[config.mk]
export PLATFORM = sky130hd
export DESIGN_NAME = rssm_top
export DESIGN_NICKNAME = d
export VERILOG_FILES = /design/src/shared/rssm_pkg.sv /design/src/hw/rssm_top.sv /design/src/hw/rssm_pin_sync.sv /design/src/hw/rssm_phase_timer.sv
export SDC_FILE = /design/constraint.sdc
export NUM_CORES = 1
export LEC_CHECK = 0
export BUFFER_PORTS_ARGS = -buffer_cell sky130_fd_sc_hd__buf_2
export CORE_MARGIN = 2
export CORE_UTILIZATION = 49
export DETAILED_ROUTE_END_ITERATION = 8
export PLACE_DENSITY = 0.85
export SLEW_MARGIN = 20
export SYNTH_ARGS = -nofsm -noshare
export SYNTH_HDL_FRONTEND = slang
export SYNTH_SLANG_ARGS = --single-unit
[constraint.sdc]
create_clock -name MCLK -period 3.4 [get_ports MCLK]
set_input_delay 0.17 -clock MCLK [delete_from_list [all_inputs] [get_ports MCLK]]
set_output_delay 0.17 -clock MCLK [all_outputs]
set_load 0.02 [all_outputs]
[src/shared/rssm_pkg.sv]
package rssm_pkg;

  localparam int unsigned CLK_MHZ = 250;

  localparam int unsigned CNT_W = 13;

  localparam logic [7:0] INTEG_OFFSET = 8'h00;
  localparam logic [7:0] INTEG_RESET  = 8'h60;

  localparam int unsigned BIT_FAST_PLL_LOCKED = 7;
  localparam int unsigned BIT_TRIM_HIGH       = 6;
  localparam int unsigned BIT_TRIM_LOW        = 5;
  localparam int unsigned BIT_WDG_RESET_FLAG  = 4;
  localparam int unsigned BIT_PLL_LOCKED      = 3;
  localparam int unsigned BIT_LV_RESET_FLAG   = 2;
  localparam int unsigned BIT_AUX_FLAG        = 1;
  localparam int unsigned BIT_AUX_IRQ_ENABLE  = 0;

  localparam logic [1:0] TRIM_RESET = 2'h3;

  localparam logic [CNT_W-1:0] DELAY_SHORT_CYCLES = 13'h0100;
  localparam logic [CNT_W-1:0] DELAY_LONG_CYCLES  = 13'h1000;
  localparam logic [CNT_W-1:0] FETCH_CYCLES       = 13'h0002;

  localparam logic [15:0] VECTOR_ADDR_LO = 16'hFFFE;
  localparam logic [15:0] VECTOR_ADDR_HI = 16'hFFFF;

  localparam logic [1:0] LEVEL_LOW    = 2'h0;
  localparam logic [1:0] LEVEL_MEDIUM = 2'h1;
  localparam logic [1:0] LEVEL_HIGH   = 2'h2;

  typedef enum logic [2:0] {
    SEQ_ACTIVE,
    SEQ_DELAY,
    SEQ_PLL_WAIT,
    SEQ_FETCH,
    SEQ_RUN
  } rssm_state_t;

endpackage

[src/hw/rssm_top.sv]
// Our own choices: the Wishbone slave port and the address map.
`timescale 1ns/1ps
// How it works
// - Pin, low voltage, watchdog start one sequence.
// - Illegal opcode or prebyte also starts reset.
// - Reset pin driven low during delay.
// - Vector fetched from top two addresses.
// - Phases run active, delay, then fetch.
// - Delay 256 cycles, 4096 with crystal.
// - Vector fetch lasts exactly two cycles.
// - PLL start-up wait added when enabled.
// - Pin low detected without the clock.
// - Pin is input plus open-drain output.
// - Low supply holds pin low throughout.
// - Watchdog underflow drives pin minimum pulse.
// - Low voltage detector optional, three levels.
// - Live aux flag readable, never latched.
// - Aux detector works only with detector enabled.
// - Aux threshold follows detector level setting.
// - Aux flag rise requests enabled unmasked interrupt.
// - Aux interrupt wakes wait, never halt.
// - Halt freezes status register except on reset events, detector runs.
// - Bit 7 mirrors fast PLL lock.
// - Watchdog flag set by watchdog, cleared by low voltage or write.
// - Low voltage flag cleared only by read.
// - Pending aux interrupt cleared on service entry.
// - Bit 3 mirrors main PLL lock.
module rssm_top
  import rssm_pkg::*;
#(
  parameter int unsigned PLL_STARTUP_NS = 1000,
  parameter int unsigned WDG_PULSE_NS   = 200
)
(
  // Clock and reset
  input  wire logic        MCLK,
  input  wire logic        RSTN,
  // Wishbone slave
  input  wire logic        WB_CYC_I,
  input  wire logic        WB_STB_I,
  input  wire logic        WB_WE_I,
  input  wire logic [7:0]  WB_ADR_I,
  input  wire logic [3:0]  WB_SEL_I,
  input  wire logic [31:0] WB_DAT_I,
  output logic [31:0]      WB_DAT_O,
  output logic             WB_ACK_O,
  // Reset pin
  input  wire logic        RESET_PIN_I,
  output logic             RESET_PIN_O,
  output logic             RESET_PIN_OE,
  // Reset sources
  input  wire logic        LV_BELOW_I,
  input  wire logic        WDG_UNDERFLOW_I,
  input  wire logic        ILLEGAL_OPCODE_I,
  // Configuration
  input  wire logic        LV_ENABLE_I,
  input  wire logic [1:0]  LV_LEVEL_I,
  input  wire logic        CLK_SRC_CRYSTAL_I,
  input  wire logic        PLL_ENABLE_I,
  // Analog and clock status
  input  wire logic        AUX_BELOW_I,
  input  wire logic        PLL_LOCKED_I,
  input  wire logic        FAST_PLL_LOCKED_I,
  // Core status
  input  wire logic        HALT_MODE_I,
  input  wire logic        WAIT_MODE_I,
  input  wire logic        CORE_IRQ_MASK_I,
  input  wire logic        AUX_IRQ_ENTRY_I,
  // Core side outputs
  output logic             CORE_RESET_N,
  output logic             VECTOR_FETCH,
  output logic [15:0]      VECTOR_ADDR,
  output logic             AUX_IRQ,
  output logic             WAKE_REQ,
  // Detector configuration
  output logic             DETECT_ENABLE,
  output logic [1:0]       DETECT_LEVEL
);

  localparam int unsigned PLL_CYCLES_RAW = (PLL_STARTUP_NS * CLK_MHZ + 999) / 1000;
  localparam int unsigned PLL_CYCLES     = (PLL_CYCLES_RAW < 1) ? 1 : PLL_CYCLES_RAW;
  localparam int unsigned WDG_CYCLES_RAW = (WDG_PULSE_NS * CLK_MHZ + 999) / 1000;
  localparam int unsigned WDG_CYCLES     = (WDG_CYCLES_RAW < 1) ? 1 : WDG_CYCLES_RAW;

  generate
    if (PLL_CYCLES >= (1 << CNT_W) || WDG_CYCLES >= (1 << CNT_W)) begin : g_count_check
      $error("rssm_top: start-up or pulse time exceeds the phase timer");
    end
  endgenerate

  rssm_state_t      state;
  rssm_state_t      next_state;
  logic             pin_level;
  logic             timer_done;
  logic             timer_load;
  logic [CNT_W-1:0] timer_value;
  logic             lv_request;
  logic             internal_pulse;
  logic             ext_clr_n;
  logic             bus_req;
  logic             bus_hit;
  logic             bus_write;
  logic             bus_read;
  logic             aux_live;
  logic             aux_prev;
  logic             aux_rise;
  logic             irq_pending;
  logic [1:0]       trim;
  logic             aux_irq_enable;
  logic             wdg_reset_flag;
  logic             lv_reset_flag;
  logic             aux_flag;
  logic             pll_locked;
  logic             fast_pll_locked;
  logic [7:0]       status_word;
  logic             halted;

  assign ext_clr_n = RSTN & RESET_PIN_I;

  rssm_pin_sync u_pin_sync (
    .clk   (MCLK),
    .clr_n (ext_clr_n),
    .level (pin_level)
  );

  rssm_phase_timer #(
    .WIDTH (CNT_W)
  ) u_timer (
    .clk        (MCLK),
    .rst_n      (RSTN),
    .load       (timer_load),
    .load_value (timer_value),
    .done       (timer_done)
  );

  assign lv_request     = LV_ENABLE_I & LV_BELOW_I;
  assign internal_pulse = WDG_UNDERFLOW_I | ILLEGAL_OPCODE_I;
  assign halted         = HALT_MODE_I;

  // Sequencer next state. The pin restarts the sequence from the run phase or an undriven active phase, a low supply from any phase;
  // a watchdog or opcode event is only taken while the core runs, since the core is held in reset otherwise.
  always_comb begin
    next_state  = state;
    timer_load  = 1'b0;
    timer_value = '0;
    case (state)
      SEQ_ACTIVE: begin
        if (pin_level && !lv_request && timer_done) begin
          next_state  = SEQ_DELAY;
          timer_load  = 1'b1;
          timer_value = CLK_SRC_CRYSTAL_I ? DELAY_LONG_CYCLES - 1'b1 : DELAY_SHORT_CYCLES - 1'b1;
        end
      end
      SEQ_DELAY: begin
        if (timer_done) begin
          if (PLL_ENABLE_I) begin
            next_state  = SEQ_PLL_WAIT;
            timer_load  = 1'b1;
            timer_value = CNT_W'(PLL_CYCLES - 1);
          end else begin
            next_state  = SEQ_FETCH;
            timer_load  = 1'b1;
            timer_value = FETCH_CYCLES - 1'b1;
          end
        end
      end
      SEQ_PLL_WAIT: begin
        if (timer_done) begin
          next_state  = SEQ_FETCH;
          timer_load  = 1'b1;
          timer_value = FETCH_CYCLES - 1'b1;
        end
      end
      SEQ_FETCH: begin
        if (timer_done) begin
          next_state = SEQ_RUN;
        end
      end
      SEQ_RUN: begin
        if (internal_pulse) begin
          next_state  = SEQ_ACTIVE;
          timer_load  = 1'b1;
          timer_value = CNT_W'(WDG_CYCLES - 1);
        end
      end
      default: begin
        next_state = SEQ_ACTIVE;
      end
    endcase
    // Our own drive reads back as a low pin; the pin counts only while undriven and outside the fetch.
    if ((!pin_level && !RESET_PIN_OE && state != SEQ_FETCH) || lv_request) begin
      next_state  = SEQ_ACTIVE;
      timer_load  = 1'b1;
      timer_value = '0;
    end
  end

  always_ff @(posedge MCLK or negedge RSTN) begin
    if (!RSTN) begin
      state <= SEQ_ACTIVE;
    end else begin
      state <= next_state;
    end
  end

  // Pin drive and core reset. In the active phase we drive only for a low supply or an internal pulse, so that
  // an outside hold stays visible; releasing at the fetch start lets the synchroniser settle before the core runs.
  always_ff @(posedge MCLK or negedge RSTN) begin
    if (!RSTN) begin
      RESET_PIN_OE <= 1'b1;
      RESET_PIN_O  <= 1'b0;
      CORE_RESET_N <= 1'b0;
    end else begin
      RESET_PIN_O  <= 1'b0;
      RESET_PIN_OE <= (next_state == SEQ_DELAY) || (next_state == SEQ_PLL_WAIT) ||
                      (next_state == SEQ_ACTIVE && (lv_request || (state == SEQ_RUN && internal_pulse) ||
                                                   (state == SEQ_ACTIVE && !timer_done)));
      CORE_RESET_N <= (next_state == SEQ_RUN);
    end
  end

  always_ff @(posedge MCLK or negedge RSTN) begin
    if (!RSTN) begin
      VECTOR_FETCH <= 1'b0;
      VECTOR_ADDR  <= 16'h0000;
    end else begin
      VECTOR_FETCH <= (next_state == SEQ_FETCH);
      if (next_state == SEQ_FETCH) begin
        VECTOR_ADDR <= (state == SEQ_FETCH) ? VECTOR_ADDR_HI : VECTOR_ADDR_LO;
      end else begin
        VECTOR_ADDR <= 16'h0000;
      end
    end
  end

  // Wishbone classic slave with one wait state. Unmapped addresses are acknowledged, read zero and drop writes.
  assign bus_req   = WB_CYC_I & WB_STB_I & ~WB_ACK_O;
  assign bus_hit   = (WB_ADR_I == INTEG_OFFSET) & WB_SEL_I[0];
  assign bus_write = bus_req & bus_hit & WB_WE_I & ~halted;
  assign bus_read  = bus_req & bus_hit & ~WB_WE_I & ~halted;

  assign status_word = {fast_pll_locked, trim, wdg_reset_flag, pll_locked, lv_reset_flag, aux_flag, aux_irq_enable};

  always_ff @(posedge MCLK or negedge RSTN) begin
    if (!RSTN) begin
      WB_ACK_O <= 1'b0;
      WB_DAT_O <= 32'h0000_0000;
    end else begin
      WB_ACK_O <= bus_req;
      if (bus_req && !WB_WE_I) begin
        WB_DAT_O <= bus_hit ? {24'h00_0000, status_word} : 32'h0000_0000;
      end
    end
  end

  // Software fields return to their reset values on every reset sequence; the flags survive it so that the
  // cause of the last reset can be read afterwards.
  always_ff @(posedge MCLK or negedge RSTN) begin
    if (!RSTN) begin
      trim           <= TRIM_RESET;
      aux_irq_enable <= INTEG_RESET[BIT_AUX_IRQ_ENABLE];
    end else if (!CORE_RESET_N) begin
      trim           <= TRIM_RESET;
      aux_irq_enable <= INTEG_RESET[BIT_AUX_IRQ_ENABLE];
    end else if (bus_write) begin
      trim           <= WB_DAT_I[BIT_TRIM_HIGH:BIT_TRIM_LOW];
      aux_irq_enable <= WB_DAT_I[BIT_AUX_IRQ_ENABLE];
    end
  end

  // A reset entry in the same cycle as a software clear wins.
  always_ff @(posedge MCLK or negedge RSTN) begin
    if (!RSTN) begin
      wdg_reset_flag <= INTEG_RESET[BIT_WDG_RESET_FLAG];
    end else if (lv_request) begin
      wdg_reset_flag <= 1'b0;
    end else if (state == SEQ_RUN && WDG_UNDERFLOW_I) begin
      wdg_reset_flag <= 1'b1;
    end else if (bus_write && !WB_DAT_I[BIT_WDG_RESET_FLAG]) begin
      wdg_reset_flag <= 1'b0;
    end
  end

  always_ff @(posedge MCLK or negedge RSTN) begin
    if (!RSTN) begin
      lv_reset_flag <= INTEG_RESET[BIT_LV_RESET_FLAG];
    end else if (lv_request) begin
      lv_reset_flag <= 1'b1;
    end else if (bus_read) begin
      lv_reset_flag <= 1'b0;
    end
  end

  // Hardware status bits follow their sources, but hold still while halted.
  always_ff @(posedge MCLK or negedge RSTN) begin
    if (!RSTN) begin
      aux_flag        <= INTEG_RESET[BIT_AUX_FLAG];
      pll_locked      <= INTEG_RESET[BIT_PLL_LOCKED];
      fast_pll_locked <= INTEG_RESET[BIT_FAST_PLL_LOCKED];
    end else if (!halted) begin
      aux_flag        <= aux_live;
      pll_locked      <= PLL_LOCKED_I;
      fast_pll_locked <= FAST_PLL_LOCKED_I;
    end
  end

  // The comparator edge is tracked in halt too; only the register view and the request are frozen.
  assign aux_live = AUX_BELOW_I & LV_ENABLE_I;
  assign aux_rise = aux_live & ~aux_prev;

  always_ff @(posedge MCLK or negedge RSTN) begin
    if (!RSTN) begin
      aux_prev <= 1'b0;
    end else begin
      aux_prev <= aux_live;
    end
  end

  always_ff @(posedge MCLK or negedge RSTN) begin
    if (!RSTN) begin
      irq_pending <= 1'b0;
    end else if (!CORE_RESET_N) begin
      irq_pending <= 1'b0;
    end else if (aux_rise && aux_irq_enable && !halted) begin
      irq_pending <= 1'b1;
    end else if (AUX_IRQ_ENTRY_I) begin
      irq_pending <= 1'b0;
    end
  end

  always_ff @(posedge MCLK or negedge RSTN) begin
    if (!RSTN) begin
      AUX_IRQ  <= 1'b0;
      WAKE_REQ <= 1'b0;
    end else begin
      AUX_IRQ  <= irq_pending & ~CORE_IRQ_MASK_I & ~halted;
      WAKE_REQ <= irq_pending & WAIT_MODE_I & ~halted;
    end
  end

  // The aux threshold has no setting of its own; the analog side derives it from the detector level.
  always_ff @(posedge MCLK or negedge RSTN) begin
    if (!RSTN) begin
      DETECT_ENABLE <= 1'b0;
      DETECT_LEVEL  <= LEVEL_LOW;
    end else begin
      DETECT_ENABLE <= LV_ENABLE_I;
      DETECT_LEVEL  <= (LV_LEVEL_I == LEVEL_MEDIUM) ? LEVEL_MEDIUM :
                       (LV_LEVEL_I == LEVEL_LOW) ? LEVEL_LOW : LEVEL_HIGH;
    end
  end

endmodule

[src/hw/rssm_pin_sync.sv]
`timescale 1ns/1ps
module rssm_pin_sync
  import rssm_pkg::*;
(
  // Clock and asynchronous clear
  input  wire logic clk,
  input  wire logic clr_n,
  // Synchronised level
  output logic      level
);

  logic stage1;

  // The clear acts without the clock so a low pin is caught while halted.
  // Release passes two flops before anyone looks at it.
  always_ff @(posedge clk or negedge clr_n) begin
    if (!clr_n) begin
      stage1 <= 1'b0;
      level  <= 1'b0;
    end else begin
      stage1 <= 1'b1;
      level  <= stage1;
    end
  end

endmodule

[src/hw/rssm_phase_timer.sv]
`timescale 1ns/1ps
module rssm_phase_timer
  import rssm_pkg::*;
#(
  parameter int unsigned WIDTH = CNT_W
)
(
  // Clock and reset
  input  wire logic             clk,
  input  wire logic             rst_n,
  // Load
  input  wire logic             load,
  input  wire logic [WIDTH-1:0] load_value,
  // Status
  output logic                  done
);

  logic [WIDTH-1:0] count;

  generate
    if (WIDTH < CNT_W) begin : g_width_check
      $error("rssm_phase_timer: WIDTH too small for the longest phase");
    end
  endgenerate

  always_ff @(posedge clk or negedge rst_n) begin
    if (!rst_n) begin
      count <= '0;
    end else if (load) begin
      count <= load_value;
    end else if (count != '0) begin
      count <= count - 1'b1;
    end
  end

  assign done = (count == '0);

endmodule

==> impl_metrics.json, run 1 <==
{
  "outcome": "finished clean",
  "post_cts_buffers": 0,
  "synth_seq_cells": 46,
  "p_leak_uw": 0.00147,
  "synth_top_area_share_pct": 44.1,
  "clk_pin_slew_ns": 0.09,
  "grt.total_usage_pct": 17.7,
  "start_kind": "flip-flop",
  "num_rows": 25,
  "ant_nets": 0,
  "finish.utilization_pct": 57.5,
  "antenna_found_initial": 0,
  "tns_ns": 0,
  "root_buffer": "clkbuf_8",
  "avgSynthCellArea_um2": 10.2,
  "worstPathRequired_ns": 3.60,
  "globalplace.congestion": 0.907,
  "tightest_slew_ns": 0.668,
  "slew_headroom_pct": 55.1,
  "path_max_fanout": 12,
  "criticalPathCategory": "flip-flop to flip-flop",
  "dieArea_mm2": 0.00555,
  "fill_cells": 410,
  "num_vias": 1804,
  "die-width_um": 74.5,
  "drive_above_1_share_pct": 29.9,
  "dp_hpwl_mm": 3.53,
  "portBuffers": 66,
  "cap_violations": 0,
  "core_area_mm2": 0.00475,
  "antennaDiodeCount": 0,
  "multiInputGateArea_mm2": 0.00103,
  "cts_inserted_buffers": 5,
  "start_util_pct": 51.3,
  "grt_pass1_wl_mm": 7.49,
  "ys_seq_area_share_pct": 47.4,
  "synth_area_mm2": 0.00244,
  "fp.dieH_um": 74.5,
  "syn2layout_area_growth_pct": 12.1,
  "synthFlopType": "dfrtp_1",
  "hold_class": "input pin to flip-flop",
  "power_density_mw_per_mm2": 573,
  "insertion_delay_ns": 0.30,
  "cp-end-kind": "flip-flop",
  "grt_setup_unrepaired": "no",
  "dr.pass1.iters": 4,
  "fmax_ghz": 0.437,
  "synth_edf_count": 0,
  "drc_errors": 0,
  "synthCells": 239,
  "ys_top_cells_by_area": "dfrtp_1 (44%), buf_4 (12%), nand2_1 (3.7%), dfstp_2 (3.2%), a22o_1 (2.9%)",
  "finalHoldViolCount": 0,
  "vias_per_cell": 5.00,
  "cts_resized": 0,
  "routed_wl_mm": 4.66,
  "grt_max_degree": 46,
  "grt_pass1_vias": 1772,
  "seqCellArea_mm2": 0.00115,
  "synthTopCellsByCount": "dfrtp_1 (43), buf_4 (40), nand2_1 (24), nor2_1 (14)",
  "fin_crit_sh_pct": 67.3,
  "ys_warn_count": 0,
  "overflow": 0,
  "period_minus_slack_ns": 2.29,
  "synthArstFlopShare_pct": 100,
  "final_nets": 359,
  "slew_viol_final": 0,
  "yosysMostFrequentCell": "dfrtp_1",
  "cts.sinks": 46,
  "ios": 123,
  "synth_largest_area_cell": "dfrtp_1",
  "synth_cell_types": 56,
  "ir_drop_mv": 0.543,
  "routedWlPerCell_um": 12.9,
  "fin_worst_skew_ns": 0.0105,
  "htreeDepth": 2,
  "worst_ep_arrival_time_ns": 2.48,
  "setup_viol": 0,
  "cts_tree": "done",
  "drtIter0Drc": 73,
  "clockBufferDepth": 2,
  "hold_buffers": 2
}
cells by family after synthesis:
group	Yosys count	share of synthesized area, %
AOI/OAI and AO/OA	39	11.4
buffers and inverters	50	14.2
other	2	0.308
adders and majority gates	1	0.513
and+or+nand+nor	83	19.2
muxes	6	2.62
DFF	46	47.4
xor gates and xnor gates	12	4.31
power by group:
part / switching (uW) / internal (uW) / leakage [uW]
combinational: 311 / 220 / 0.000823
sequential: 76.6 / 624 / 0.000599
clock: 189 / 145 / 0.0000441
total: 577 / 989 / 0.00147
flip-flops by register name, indices dropped and copies added (netlist names), 2 cells and up:
signal / count
state: 3
trim: 2
DETECT_LEVEL: 2
WB_DAT_O: 8
VECTOR_ADDR: 2
u_timer.count: 13
through the flow:
step	total power [uW]	hold WS (ns)	area, um^2	cells	setup slack, ns
global route	1680	0.00447	2730	361	0.885
global placement	1210	0.0626	2610	350	1.17
detailed placement	1240	0.0648	2610	350	1.12
finish	1570	0.0169	2730	361	1.11
floorplan	1140	-0.126	2530	263	1.63
CTS	1570	0.00753	2720	360	1.10
path summary, 6_finish.rpt:
path	startpoint	endpoint	slack, ns	cells past startpoint
hold / removal	CORE_IRQ_MASK_I	AUX_IRQ	0.02	2
setup / recovery	u_timer.count[0]	VECTOR_ADDR[14]	1.11	7
max in group asynchronous	RSTN	u_pin_sync.level	2.52	3
hold reg to reg	u_pin_sync.stage1	u_pin_sync.level	0.36	0
setup reg to reg	u_timer.count[0]	VECTOR_ADDR[14]	1.11	7
min in group asynchronous	RESET_PIN_I	u_pin_sync.stage1	0.28	3
cell type report:
type	count	share of cell area, %
clock buffer	5	2.52
clock inverter	3	0.778
inverter	4	0.549
multi-input combinational	167	37.5
sequential	46	42.3
tap	67	3.07
timing repair buffer	69	13.3
layer usage:
layer	GRT usage [%]	part of all wire, %	up-vias
met5	0	0	-
met4	6.94	1.3	0
met2	33.5	51	75
met1	19.7	41	861
li1	-	-	863
met3	2.57	6.3	5
critical path: stages (launching register included):
cell	delay, ns
dfrtp_1	0.42
inv_1	0.09
ha_1	0.33
nor3b_1	0.29
and4_1	0.50
and2_4	0.23
xnor2_1	0.09
nor3_2	0.25
layout by cell type, fill, tap and decap left out, drive strengths merged, types with 6 or more instances in the layout:
cell type / instances
nor3: 6
xnor2: 8
nand3: 6
dfrtp: 43
a21oi: 8
conb: 26
nand2: 25
a22o: 8
nor2: 14
buf: 66
o21ai: 8
No activity file was read; power rests on OpenSTA's default activity.
==> run 2, diff against run 1 <==
Settings changed: CORE_UTILIZATION 49 to 41, PLACE_DENSITY 0.85 to 0.76.
Clock period 3.4 ns to 2.1 ns, I/O delays scaled along.
==> run 2 against run 1 <==
- flip-flop and latch count unchanged
- hold slack improved by 0.0057 ns
- worst setup slack worse by 0.87 ns
- clock power is 70% higher
- via count shrank 0.33%
- sequential power rose by 61%
- design area increased by 3.3%
- first-iteration DRC count is 1.4% higher
- power rose by 71%
- largest cell class unchanged
- largest power group unchanged
- highest routed layer unchanged
==> impl_metrics.json, run 2 (same netlist as run 1, synthesis figures left out) <==
{
  "outcome": "finished clean",
  "clockBufferDepth": 2,
  "syn2layout_area_growth_pct": 15.9,
  "portBuffers": 66,
  "min_from": "WB_DAT_I[5]",
  "fin_worst_skew_ns": 0.00411,
  "drc_errors": 0,
  "criticalPathCategory": "flip-flop to flip-flop",
  "fmax_ghz": 0.537,
  "grt-busiest-layer": "met2",
  "period_minus_slack_ns": 1.86,
  "routed_wl_mm": 4.75,
  "whs_ns": 0.0225,
  "vias_per_cell": 4.76,
  "slew_headroom_pct": 57.5,
  "use_met2_pct": 25.5,
  "num_rows": 28,
  "hold_class": "input pin to flip-flop",
  "fin_crit_sh_pct": 88.7,
  "start_kind": "flip-flop",
  "tns_ns": 0,
  "post_cts_buffers": 0,
  "finalHoldViolCount": 0,
  "slew_viol_final": 0,
  "die-width_um": 81.1,
  "antenna_found_initial": 0,
  "p_leak_uw": 0.00151,
  "largestRegisters": "u_timer.count x13, WB_DAT_O x8, state x3",
  "gr-usage-met1_pct": 18.6,
  "worst_ep_arrival_time_ns": 2.05,
  "crit_start": "u_timer.count[3]",
  "layout_commonest_cell": "buf_2",
  "grt_setup_unrepaired": "no",
  "num_vias": 1798,
  "antennaDiodeCount": 0,
  "grt_pass1_vias": 1679,
  "cts_inserted_buffers": 5,
  "globalplace.congestion": 0.815,
  "grt_pass1_wl_mm": 7.50,
  "finish.utilization_pct": 48.6,
  "start_util_pct": 41.9,
  "design_area_mm2": 0.00282,
  "cp-end-kind": "flip-flop",
  "final_nets": 368,
  "dieArea_mm2": 0.00658,
  "ios": 123,
  "grt.met3_usage_pct": 3.00,
  "top_register": "u_timer.count",
  "drtIter0Drc": 74,
  "grt_max_degree": 31,
  "clk_pin_slew_ns": 0.09,
  "placed_area_mm2": 0.00267,
  "overflow": 0,
  "ir_drop_mv": 0.330,
  "insertion_delay_ns": 0.30,
  "htreeDepth": 2,
  "cap_violations": 0,
  "tightest_slew_ns": 0.638,
  "dr.pass1.iters": 4,
  "setup_viol": 0,
  "dp_hpwl_mm": 3.51,
  "root_buffer": "clkbuf_8",
  "cts_tree": "done",
  "total_power_uw": 2670,
  "final_cell_mix": "buf_2 (66), dfrtp_1 (43), conb_1 (26)",
  "power_density_mw_per_mm2": 946,
  "fp.dieH_um": 81.1,
  "grt.total_usage_pct": 14.9,
  "r2r_start": "u_timer.count[3]",
  "core_area_mm2": 0.00582,
  "path_max_fanout": 8,
  "cts.sinks": 46,
  "routedWlPerCell_um": 12.6,
  "drive_above_1_share_pct": 32.0,
  "worstPathRequired_ns": 2.29,
  "largest_reg_flops": 13,
  "ant_nets": 0
}
run 2: cell types whose count changed in the layout (fill, tap and decap cells not counted), sizes merged:
cell,previous run,this run
inv,4,5
clkinv,2,1
dlygate4sd3,3,5
buf,66,73
run 2: where the power goes:
part	leakage (uW)	switching, uW	internal, uW
clock	0.0000447	327	241
combinational	0.000869	534	437
sequential	0.000599	120	1010
total	0.00151	982	1690
run 2: timing repair:
action | CTS | global route
hold buffers | 5 | 0
hold endpoints to repair | 31 | 0
endpoints found under the setup margin | 0 | 5
gates resized for setup | 0 | 3
run 2: worst paths after layout:
kind	to	slack (ns)	depth (start not counted)
max in group asynchronous	state[0]	1.08	3
min	trim[0]	0.02	3
min in group asynchronous	u_pin_sync.stage1	0.24	3
min reg2reg	u_pin_sync.level	0.38	0
max reg2reg	u_timer.count[0]	0.24	6
max	u_timer.count[0]	0.24	6
run 2: cell type report:
cell class | count | area (um^2)
Tap cell | 75 | 93.8
Timing Repair Buffer | 78 | 433
Fill cell | 549 | 2990
Sequential cell | 46 | 1150
Inverter | 4 | 15.0
Multi-Input combinational cell | 167 | 1030
Clock inverter | 3 | 25.0
Clock buffer | 5 | 68.8
run 2: stage by stage:
stage	setup slack (ns)	instances
2_1_floorplan	0.329	263
3_3_place_gp	0.0781	365
3_5_place_dp	0.0810	365
4_1_cts	0.0519	378
5_1_grt	0.0585	378
6_report	0.238	378
run 2: metal layers:
layer,up-vias,part of all wire [%]
li1,885,-
met1,849,45
met2,60,48
met3,4,6.0
met4,0,1.0
met5,-,0
run 2: critical path, stage by stage, from the launching register on:
cell and delay [ns]:
dfrtp_1 0.45, nor4_4 0.33, buf_4 0.20, nand4_1 0.20
or3_1 0.40, o21ai_1 0.08, a21oi_1 0.08
